$ cat src/common/evp_consts.vh
// Constants for the exception vector and priority unit.
// Assumes a 32-bit AHB-Lite slave with word-aligned registers.
`ifndef EVP_CONSTS_VH
`define EVP_CONSTS_VH

// Register byte offsets
`define EVP_OFF_PARITY 8'h00
`define EVP_OFF_CERR 8'h04
`define EVP_OFF_ERA_LO 8'h08
`define EVP_OFF_ERA_HI 8'h0C
`define EVP_OFF_STAT 8'h10
`define EVP_OFF_VEC_LO 8'h14
`define EVP_OFF_VEC_HI 8'h18
`define EVP_OFF_CODE 8'h1C

// Cache error status fields
`define EVP_CE_REF 31
`define EVP_CE_DATA 29
`define EVP_CE_TAG 28
`define EVP_CE_BUS 26
`define EVP_CE_BOTH 25
`define EVP_CE_IDX_W 11
`define EVP_CE_MASK 32'hB600_07FF

// Status control fields
`define EVP_ST_EXL 0
`define EVP_ST_ERL 1
`define EVP_ST_BEV 2
`define EVP_ST_PRIV_LO 3
`define EVP_ST_DIAG 5

// Reset values
`define EVP_STAT_RST 3'h6
`define EVP_PRIV_KERNEL 2'h0

// Vector bases and offsets
`define EVP_BASE_RESET 32'hBFC0_0000
`define EVP_BASE_GEN0 32'h8000_0000
`define EVP_BASE_CER0 32'hA000_0000
`define EVP_BASE_BEV1 32'hBFC0_0200
`define EVP_OFS_REFILL32 32'h0000_0000
`define EVP_OFS_REFILL64 32'h0000_0080
`define EVP_OFS_CERR 32'h0000_0100
`define EVP_OFS_OTHER 32'h0000_0180
`define EVP_SIGN_HI 32'hFFFF_FFFF

// Request bit positions, highest priority first
`define EVP_NREQ 21
`define EVP_R_SOFT 0
`define EVP_R_NMI 1
`define EVP_R_IREFILL 3
`define EVP_R_ICACHE 5
`define EVP_R_DREFILL 14
`define EVP_R_DCACHE 17
`define EVP_CODE_COLD 5'h00
`define EVP_CODE_NONE 5'h1F

`endif

$ cat src/hw/evp_exception_unit.v
// Exception vector, priority and error-state logic of the coprocessor.
// Assumes the pipeline presents per-instruction requests with a strobe,
// and the cache and bus logic pulse their events for one cycle.
`timescale 1ns/1ps
`include "evp_consts.vh"

module evp_exception_unit #(
  parameter PAR_W = 8,
  parameter AW = 64
) (
  // Clock and reset
  input wire hclk,
  input wire hresetn,
  // AHB-Lite slave
  input wire hsel,
  input wire [31:0] haddr,
  input wire [1:0] htrans,
  input wire hwrite,
  input wire [2:0] hsize,
  input wire hready,
  input wire [31:0] hwdata,
  output reg [31:0] hrdata,
  output reg hreadyout,
  output reg hresp,
  // Pipeline exception requests
  input wire exc_valid,
  input wire [20:0] exc_req,
  input wire refill_space64,
  input wire mode64,
  input wire [AW-1:0] exc_pc,
  input wire [AW-1:0] branch_pc,
  input wire in_delay_slot,
  input wire eret,
  // Cache maintenance
  input wire tag_load,
  input wire tag_load_dcache,
  input wire [PAR_W-1:0] stored_parity,
  input wire fill,
  input wire [PAR_W-1:0] computed_parity,
  // Cache and bus error events
  input wire cache_err,
  input wire cache_err_data_ref,
  input wire cache_err_data_field,
  input wire cache_err_tag_field,
  input wire [10:0] cache_err_index,
  input wire bus_err,
  // Results
  output reg exc_taken,
  output reg [4:0] exc_code,
  output reg [AW-1:0] vector_addr,
  output reg kernel_mode,
  output reg [1:0] priv_mode,
  output reg [PAR_W-1:0] fill_parity
);

  // ----------------------------------------------------------------
  // Helpers
  // ----------------------------------------------------------------
  // Code reported for request bit n; code zero is the cold reset
  function [4:0] req_code;
    input integer n;
    reg [31:0] v;
    begin
      v = n + 1;
      req_code = v[4:0];
    end
  endfunction

  // Lowest set bit wins: index order is the priority order
  function [4:0] prio_pick;
    input [20:0] req;
    integer i;
    begin
      prio_pick = `EVP_CODE_NONE;
      for (i = `EVP_NREQ - 1; i >= 0; i = i - 1) begin
        if (req[i]) begin
          prio_pick = req_code(i);
        end
      end
    end
  endfunction

  // Upper word copies the mode: all ones in 64-bit mode
  function [AW-1:0] sext;
    input [31:0] a;
    input m64;
    begin
      sext = {(m64 ? `EVP_SIGN_HI : 32'h0000_0000), a};
    end
  endfunction

  // ----------------------------------------------------------------
  // State
  // ----------------------------------------------------------------
  reg [PAR_W-1:0] parity_q;
  reg [31:0] cerr_q;
  reg [AW-1:0] era_q;
  reg exl_q;
  reg erl_q;
  reg bev_q;
  reg diag_q;
  reg [1:0] priv_q;
  reg cold_pend_q;
  reg wr_q;
  reg [7:0] wa_q;

  // ----------------------------------------------------------------
  // Exception selection
  // ----------------------------------------------------------------
  // Cold exception stays pending for one cycle after reset release
  wire [4:0] pick = prio_pick(exc_req);
  wire take = cold_pend_q | (exc_valid & (pick != `EVP_CODE_NONE));
  wire [4:0] code = cold_pend_q ? `EVP_CODE_COLD : pick;
  wire is_reset = cold_pend_q | (code == req_code(`EVP_R_SOFT)) |
                  (code == req_code(`EVP_R_NMI));
  wire is_cerr = (code == req_code(`EVP_R_ICACHE)) |
                 (code == req_code(`EVP_R_DCACHE));
  wire is_refill = (code == req_code(`EVP_R_IREFILL)) |
                   (code == req_code(`EVP_R_DREFILL));
  wire err_class = is_reset | is_cerr;

  // Reset-class vectors ignore the boot select; the refill offsets
  // apply only while the exception level is clear
  reg [31:0] base;
  reg [31:0] ofs;
  always @* begin
    if (is_reset) begin
      base = `EVP_BASE_RESET;
      ofs = `EVP_OFS_REFILL32;
    end else if (is_cerr) begin
      base = bev_q ? `EVP_BASE_BEV1 : `EVP_BASE_CER0;
      ofs = `EVP_OFS_CERR;
    end else begin
      base = bev_q ? `EVP_BASE_BEV1 : `EVP_BASE_GEN0;
      if (is_refill && !exl_q) begin
        ofs = refill_space64 ? `EVP_OFS_REFILL64
                             : `EVP_OFS_REFILL32;
      end else begin
        ofs = `EVP_OFS_OTHER;
      end
    end
  end

  // ----------------------------------------------------------------
  // Bus decode
  // ----------------------------------------------------------------
  // Only whole-word transfers are expected; hsize is not decoded
  wire acc = hsel & htrans[1] & hready;
  wire wr_now = wr_q;
  wire [31:0] wd = hwdata;

  // Read data is muxed in the address phase, so a read right behind
  // a write to the same register still returns the old value
  reg [31:0] rd;
  always @* begin
    case (haddr[7:0])
      `EVP_OFF_PARITY: rd = {{(32 - PAR_W){1'b0}}, parity_q};
      `EVP_OFF_CERR: rd = cerr_q & `EVP_CE_MASK;
      `EVP_OFF_ERA_LO: rd = era_q[31:0];
      `EVP_OFF_ERA_HI: rd = era_q[AW-1:32];
      `EVP_OFF_STAT: rd = {26'h000_0000, diag_q, priv_q, bev_q,
                           erl_q, exl_q};
      `EVP_OFF_VEC_LO: rd = vector_addr[31:0];
      `EVP_OFF_VEC_HI: rd = vector_addr[AW-1:32];
      `EVP_OFF_CODE: rd = {27'h000_0000, exc_code};
      default: rd = 32'h0000_0000;
    endcase
  end

  always @(posedge hclk or negedge hresetn) begin
    if (!hresetn) begin
      hrdata <= 32'h0000_0000;
      hreadyout <= 1'b1;
      hresp <= 1'b0;
      wr_q <= 1'b0;
      wa_q <= 8'h00;
    end else begin
      hreadyout <= 1'b1;
      hresp <= 1'b0;
      wr_q <= acc & hwrite;
      if (acc) begin
        wa_q <= haddr[7:0];
      end
      if (acc && !hwrite) begin
        hrdata <= rd;
      end
    end
  end

  // ----------------------------------------------------------------
  // Parity holding and fill substitution
  // ----------------------------------------------------------------
  always @(posedge hclk or negedge hresetn) begin
    if (!hresetn) begin
      parity_q <= {PAR_W{1'b0}};
      fill_parity <= {PAR_W{1'b0}};
    end else begin
      if (tag_load) begin
        if (tag_load_dcache) begin
          parity_q <= stored_parity;
        end else begin
          parity_q <= {{(PAR_W - 1){1'b0}}, stored_parity[0]};
        end
      end else if (wr_now && wa_q == `EVP_OFF_PARITY) begin
        parity_q <= wd[PAR_W-1:0];
      end
      if (fill) begin
        fill_parity <= diag_q ? parity_q : computed_parity;
      end
    end
  end

  // ----------------------------------------------------------------
  // Cache error status: report only, no correction path
  // ----------------------------------------------------------------
  // Held instruction error: a later data error only marks both
  wire held_ierr = !cerr_q[`EVP_CE_REF] &
                   (cerr_q[`EVP_CE_DATA] | cerr_q[`EVP_CE_TAG]);
  reg [31:0] cerr_d;
  always @* begin
    cerr_d = cerr_q;
    if (wr_now && wa_q == `EVP_OFF_CERR) begin
      cerr_d = wd & `EVP_CE_MASK;
    end
    if (cache_err) begin
      if (held_ierr && cache_err_data_ref) begin
        cerr_d[`EVP_CE_BOTH] = 1'b1;
      end else begin
        cerr_d[`EVP_CE_REF] = cache_err_data_ref;
        cerr_d[`EVP_CE_DATA] = cache_err_data_field;
        cerr_d[`EVP_CE_TAG] = cache_err_tag_field;
        cerr_d[`EVP_CE_IDX_W-1:0] = cache_err_index;
      end
    end
    if (bus_err) begin
      cerr_d[`EVP_CE_BUS] = 1'b1;
    end
  end

  always @(posedge hclk or negedge hresetn) begin
    if (!hresetn) begin
      cerr_q <= 32'h0000_0000;
    end else begin
      cerr_q <= cerr_d & `EVP_CE_MASK;
    end
  end

  // ----------------------------------------------------------------
  // Level bits, privilege and restart address
  // ----------------------------------------------------------------
  // Later assignments win: a take beats eret and a software write
  wire st_wr = wr_now && wa_q == `EVP_OFF_STAT;
  always @(posedge hclk or negedge hresetn) begin
    if (!hresetn) begin
      {bev_q, erl_q, exl_q} <= `EVP_STAT_RST;
      priv_q <= `EVP_PRIV_KERNEL;
      diag_q <= 1'b0;
      cold_pend_q <= 1'b1;
    end else begin
      cold_pend_q <= 1'b0;
      if (st_wr) begin
        exl_q <= wd[`EVP_ST_EXL];
        erl_q <= wd[`EVP_ST_ERL];
        bev_q <= wd[`EVP_ST_BEV];
        priv_q <= wd[`EVP_ST_PRIV_LO+1:`EVP_ST_PRIV_LO];
        diag_q <= wd[`EVP_ST_DIAG];
      end
      if (eret) begin
        exl_q <= 1'b0;
      end
      if (take) begin
        if (err_class) begin
          erl_q <= 1'b1;
        end else begin
          exl_q <= 1'b1;
        end
        if (is_reset) begin
          bev_q <= 1'b1;
        end
      end
    end
  end

  // Error level frozen: a second error must not lose the first address
  wire era_load = take & err_class & (cold_pend_q | !erl_q);
  always @(posedge hclk or negedge hresetn) begin
    if (!hresetn) begin
      era_q <= {AW{1'b0}};
    end else if (era_load) begin
      era_q <= in_delay_slot ? branch_pc : exc_pc;
    end else if (wr_now && wa_q == `EVP_OFF_ERA_LO) begin
      era_q[31:0] <= wd;
    end else if (wr_now && wa_q == `EVP_OFF_ERA_HI) begin
      era_q[AW-1:32] <= wd;
    end
  end

  // ----------------------------------------------------------------
  // Registered results
  // ----------------------------------------------------------------
  always @(posedge hclk or negedge hresetn) begin
    if (!hresetn) begin
      exc_taken <= 1'b0;
      exc_code <= `EVP_CODE_NONE;
      vector_addr <= {AW{1'b0}};
      kernel_mode <= 1'b1;
      priv_mode <= `EVP_PRIV_KERNEL;
    end else begin
      exc_taken <= take;
      if (take) begin
        exc_code <= code;
        vector_addr <= sext(base + ofs, mode64);
      end
      // Mode lags the level bits by one cycle
      kernel_mode <= exl_q | erl_q | (priv_q == `EVP_PRIV_KERNEL);
      priv_mode <= (exl_q | erl_q) ? `EVP_PRIV_KERNEL : priv_q;
    end
  end

endmodule // evp_exception_unit
$ cat config.mk
export PLATFORM = sky130hd
export DESIGN_NAME = evp_exception_unit
export DESIGN_NICKNAME = d
export VERILOG_FILES = /design/src/hw/evp_exception_unit.v
export VERILOG_INCLUDE_DIRS = /design/src /design/src/common
export SDC_FILE = /design/constraint.sdc
export NUM_CORES = 1
export LEC_CHECK = 0
export BUFFER_PORTS_ARGS = -buffer_cell sky130_fd_sc_hd__buf_4
export CORE_AREA = 2 2 147 149
export CTS_CLUSTER_SIZE = 28
export DETAILED_ROUTE_END_ITERATION = 8
export DIE_AREA = 0 0 149 151
export GPL_TIMING_DRIVEN = 0
export PLACE_DENSITY = 0.74
export SYNTH_ARGS = -nofsm -noshare
export SYNTH_HDL_FRONTEND = slang
export SYNTH_SLANG_ARGS = --single-unit
export TNS_END_PERCENT = 20
$ cat constraint.sdc
create_clock -name hclk -period 5.34 [get_ports hclk]
set_input_delay 1.068 -clock hclk [delete_from_list [all_inputs] [get_ports hclk]]
set_output_delay 1.068 -clock hclk [all_outputs]
set_load 0.1 [all_outputs]
---- After elaboration in Yosys (flattened, before gate mapping) ----
Cells that the tools add are included.
cells by class
  add/sub/neg operators ................... 1
  $mul .................................... 0
  divide/modulo/power cells ............... 0
  magnitude comparators ................... 0
  equality and inequality tests ........... 19
  shift operators ......................... 0
  muxes and demuxes ....................... 62
  bitwise logic cells ..................... 17
  reduce and logical (&&, ||, !) cells .... 20
operators by type and width
  kind                  number
  $pmux W32 S8          1
  $mux W32              5
  $mux W64              2
  $mux W30              3
  $mux W5               18
  $eq A8 B5 Y1 const B  5
  $mux W8               5
  $add A32 B32 Y32      1
  $eq A8 B4 Y1 const B  4
  $mux W29              1
  $mux W9               3
  $mux W11              2
  $eq A8 B3 Y1 const B  2
  $logic_not A8 Y1      2
  $mux W4               4
  $mux W1               15
  $eq A5 B3 Y1 const B  2
  $or A1 B1 Y1          10
  $logic_and A1 B1 Y1   8
  $reduce_bool A2 Y1    4
  $and A1 B1 Y1         7
  $mux W2               3
  $eq A5 B1 Y1 const B  1
  $eq A5 B2 Y1 const B  1
  7 further kinds       10
word-level totals
  flip-flop bits (word level) ............. 217
  latch bits .............................. 0
  RAM bits ................................ 0
  bits in read-only memories .............. 0
  input port bits ......................... 263
  output and inout port bits .............. 115
  logic and storage cells ................. 139
  memories ................................ 0

---- Depth between registers and ports, before layout ----
  word-level depth ........................ 30
  depth in mapped cells ................... 9
  mapped depth without buffers ............ 7

---- Least setup slack after synthesis ----
OpenSTA, ideal clock, no wires.
  path type ............................... input to register
  from .................................... input port exc_req[6]
  to ...................................... register era_q[36]
  library setup time ...................... 0.079 ns
  arrival time ............................ 2.947 ns
  required time ........................... 5.261 ns
  path slack .............................. 2.314 ns
  stages .................................. 7
  path buffers ............................ 2
  cells stage by stage .................... or4_4 -> or4b_4 -> o21ai_2 -> o41a_1 -> buf_6 -> buf_12 -> mux2i_1
on the way
  cells in the longest elaborated chain, start to end .. 16
  elaborated cells on any way between the ends .. 25
  those cells by class .................... eq/ne: 6; mux: 9; bitwise: 8; reduce/logical: 2
RTL lines
  item                                                          line                      text
  start, declared                                               evp_exception_unit.v:27   input wire [20:0] exc_req,
  $mux W5 * (7 in series)                                       evp_exception_unit.v:76   if (req[i]) begin
  $mux W5                                                       evp_exception_unit.v:113  wire [4:0] code = cold_pend_q ? `EVP_CODE_COLD : pick;
  $eq A5 B1 Y1                                                  evp_exception_unit.v:114  wire is_reset = cold_pend_q | (code == req_code(`EVP_R_SOFT)) |
  $or A1 B1 Y1 (2 in series)                                    evp_exception_unit.v:114
  $or A1 B1 Y1                                                  evp_exception_unit.v:120  wire err_class = is_reset | is_cerr;
  $and A1 B1 Y1 * (2 in series)                                 evp_exception_unit.v:285  wire era_load = take & err_class & (cold_pend_q | !erl_q);
  $ne A2 B2 Y1 (no line) or $reduce_bool A2 Y1 (tied branches)  -
  $reduce_and A2 Y1 (no line)                                   -
  end signal, assigned                                          evp_exception_unit.v:288  era_q <= {AW{1'b0}};
  end signal, assigned                                          evp_exception_unit.v:290  era_q <= in_delay_slot ? branch_pc : exc_pc;
  end signal, assigned by index                                 evp_exception_unit.v:294  era_q[AW-1:32] <= wd;
  end, declared                                                 evp_exception_unit.v:97   reg [AW-1:0] era_q;
Mark *: on every way between the ends. The rest lies on a longest branch, timed or not.
A chain may end at the register's enable or synchronous reset.

---- Final worst setup path ----
  from .................................... input port haddr[1]
  to ...................................... register hrdata[27]
on the way
  cells in the longest elaborated chain, start to end .. 2
  elaborated cells on any way between the ends .. 9
  those cells by class .................... eq/ne: 7; mux: 1; reduce/logical: 1
RTL lines
  item                                        line                      text
  start, declared                             evp_exception_unit.v:16   input wire [31:0] haddr,
  $eq A8 B5 Y1, or another cell as far along  evp_exception_unit.v:156  case (haddr[7:0])
  $pmux W32 S8 *                              evp_exception_unit.v:156
  end signal, assigned                        evp_exception_unit.v:185  hrdata <= rd;
  end, declared                               evp_exception_unit.v:22   output reg [31:0] hrdata,
Marks and branches as above.

==> results.sh <==
export IMPL_status="completed"
export IMPL_timing_slew_headroom_pct=18.3
export IMPL_p_sw_share_pct=32.5
export IMPL_tightest_slew_ps=1230
export IMPL_setup_ws_ps=1940
export IMPL_fill_cells=1800
export IMPL_core_area_sq_mm=0.0208
export IMPL_powerDensity_mw_per_mm2=282
export IMPL_cp_start_kind="primary input"
export IMPL_netlist_area_leader_share_pct=41.1
export IMPL_routed_via_count=8088
export IMPL_finalCriticalPeriod_ps=3400
export IMPL_power_share_combinational_pct=25.0
export IMPL_hpwl_mm=23.5
export IMPL_cts_sinks=160
export IMPL_tns_ps=0
export IMPL_seq_power_share_pct=39.6
export IMPL_setup_worst_path_class="primary input to register"
export IMPL_gp_congestion=0.851
export IMPL_numPortBuffers=324
export IMPL_track_usage_pct=27.5
export IMPL_row_count=53
export IMPL_finClkSkew_ps=9.32
export IMPL_hold_class="register to register"
export IMPL_post_cts_buffers=0
export IMPL_nNetsFinal=1497
export IMPL_avgSynthCellArea_sq_um=10.6
export IMPL_synth_distinct_cells=61
export IMPL_fin_cells=1523
export IMPL_ant_nets=0
export IMPL_syn_cell_area_sq_mm=0.00919
export IMPL_hold_violations=0
export IMPL_ctsResizeCount=0
export IMPL_dr_pass1_iters=7
export IMPL_clockBufferDepth=2
export IMPL_yosys_top_cells_area="dfrtp_1, mux2i_1, buf_4"
export IMPL_final_layout_size_suffix_gt1_share_pct=37.2
export IMPL_die_h_microns=151
export IMPL_cp_max_fo=10
export IMPL_dpl_worst_slack_ps=1600
export IMPL_synth_area_leader_cell="dfrtp_1"
export IMPL_synthArstFlopShare_pct=100
export IMPL_power_frac_clock_pct=35.4
export IMPL_crit_path_end_kind="register"
export IMPL_yosysSeqAreaShare_pct=43.7
export IMPL_slew_viol_final=0
export IMPL_max_freq_mhz=294
export IMPL_viasPerCell=5.31
export IMPL_p_leak_uw=0.00627
export IMPL_post_synth_inst_count=869
export IMPL_cts_tree="built"
export IMPL_cts_hold_buffers=0
export IMPL_syn_to_final_growth_pct=38.1
export IMPL_dieArea_sq_mm=0.0225
export IMPL_die_w_microns=149
export IMPL_synth_edf_count=0
export IMPL_grt_overflow_total=0
export IMPL_wl_per_cell_microns=20.3
export IMPL_clk_pin_slew_ps=70
export IMPL_switching_power_uw=1160
export IMPL_grt_pass1_wl_mm=46.4
export IMPL_route_detailed_drc=0
export IMPL_critPathRequiredTime_ps=5720
export IMPL_hold_ws_ps=479
export IMPL_worstPathArrival_ps=3790
export IMPL_yosysWarnings=0
export IMPL_grt_pass1_vias=8244
export IMPL_grt_max_degree=88
export IMPL_io_pins=378
export IMPL_drv_cap=0
export IMPL_period_share_pct=63.8
export IMPL_clk_latency_ps=440
export IMPL_routed_wl_mm=30.9
export IMPL_cts_buffers=17
export IMPL_postLayoutCoreUtil_pct=61.0
export IMPL_setup_viol=0
export IMPL_cts_root_buf="clkbuf_16"
export IMPL_synth_flop_cell="dfrtp_1"
export IMPL_internal_power_uw=2410
export IMPL_place_inst=1490
export IMPL_start_util_pct=44.2
export IMPL_antenna_found_initial=1
export IMPL_rsz0062_at_grt="false"
export IMPL_htreeDepth=4
export IMPL_synth_seq_cells=160
export IMPL_initialDrtViolationCount=529
export IMPL_ir_drop_mv=0.146
layout make-up:
class / count / area [sq um] / area share (%)
multi-input combinational: 607 / 4450 / 35.1
sequential: 160 / 4020 / 31.6
timing repair buffer: 325 / 2470 / 19.4
buffer: 113 / 767 / 6.04
clock buffer: 19 / 443 / 3.49
tap: 275 / 344 / 2.71
clock inverter: 13 / 164 / 1.29
inverter: 10 / 37.5 / 0.296
antenna: 1 / 2.50 / 0.0197
cells in the mapped netlist, drive strengths merged, types with 2 or more instances:
| cell type | number |
|---|---|
| a211o | 2 |
| a211oi | 2 |
| a21boi | 2 |
| a21o | 10 |
| a21oi | 30 |
| a221oi | 23 |
| a222oi | 4 |
| a22oi | 11 |
| a311oi | 2 |
| a31oi | 3 |
| and2 | 4 |
| buf | 79 |
| clkbuf | 34 |
| conb | 2 |
| dfrtp | 151 |
| dfstp | 9 |
| inv | 10 |
| mux2 | 10 |
| mux2i | 226 |
| nand2 | 66 |
| nand2b | 3 |
| nand3 | 9 |
| nor2 | 40 |
| nor2b | 14 |
| nor3 | 10 |
| nor3b | 3 |
| nor4 | 7 |
| o211ai | 2 |
| o21ai | 70 |
| o22ai | 3 |
| o311ai | 2 |
| or3 | 5 |
| or4 | 3 |
| or4b | 2 |
metal layers:
layer | GRT usage (%) | wire length, microns | vias to the layer above | share of wire, %
li1 | - | - | 3816 | -
met4 | 8.76 | 609 | 0 | 2.0
met1 | 35.9 | 12800 | 3913 | 41
met2 | 45.1 | 14900 | 320 | 48
met3 | 6.84 | 2550 | 39 | 8.3
met5 | 0 | 0 | - | 0
state kept, by name, indices dropped and copies added (netlist names), 5 cells and up:
name         count
vector_addr      7
wa_q             8
era_q           64
parity_q         8
fill_parity      8
cerr_q          16
exc_code         5
hrdata          32
power groups by stage:
stage | Clock, uW | Combinational (uW) | Sequential, uW
after detailed placement | 0 | 895 | 1430
after global placement | 0 | 877 | 1430
final | 1260 | 895 | 1420
after floorplan | 0 | 516 | 1490
after CTS | 1270 | 897 | 1410
after global routing | 1320 | 952 | 1430
placed cells by master, fill, tap and decap left out, types with 11 or more instances in the layout:
cell,synthesis,layout
mux2i_1,226,226
nor2_1,38,38
buf_4,61,384
o21ai_0,69,69
nand2_1,66,66
clkbuf_16,0,17
clkbuf_1,34,35
conb_1,2,23
a21oi_1,30,30
a221oi_1,23,23
a22oi_1,11,11
nor2b_1,14,14
dfrtp_1,151,151
per-stage QoR:
stage / area (sq um) / total power [uW]
6_report: 12700 / 3580
5_1_grt: 12700 / 3700
4_1_cts: 12700 / 3580
3_5_place_dp: 12100 / 2330
3_3_place_gp: 12000 / 2310
2_1_floorplan: 9270 / 2010
worst max-delay path: stages:
cell and delay [ps]:
buf_4 120, or4_1 570, nor3_1 750, and2_1 240, buf_2 260, buf_2 350
a22oi_1 140, a21oi_1 190, a21o_1 100
logic make-up (layout without fill, tap and decap cells):
kind of cell,Yosys count,in the layout,synth area share [%]
muxes,237,237,26.1
AOI/OAI and AO/OA,178,178,12.5
and+or+nand+nor,169,169,8.89
DFF,160,160,43.7
buffers and inverters,123,480,8.75
other,2,24,0.0817
final timing paths:
check                               start     endpoint  slack (ps)  cells past startpoint
worst max-delay path             haddr[1]   hrdata[27]        1940                      9
worst min-delay path            hrdata[8]    hrdata[8]         480                      2
worst max register to register    wa_q[1]    era_q[35]        2440                      6
worst min register to register  hrdata[8]    hrdata[8]         480                      2
max in group asynchronous         hresetn  kernel_mode        3850                      2
min in group asynchronous         hresetn    era_q[22]         630                      1
No activity file was read; power rests on OpenSTA's default activity.
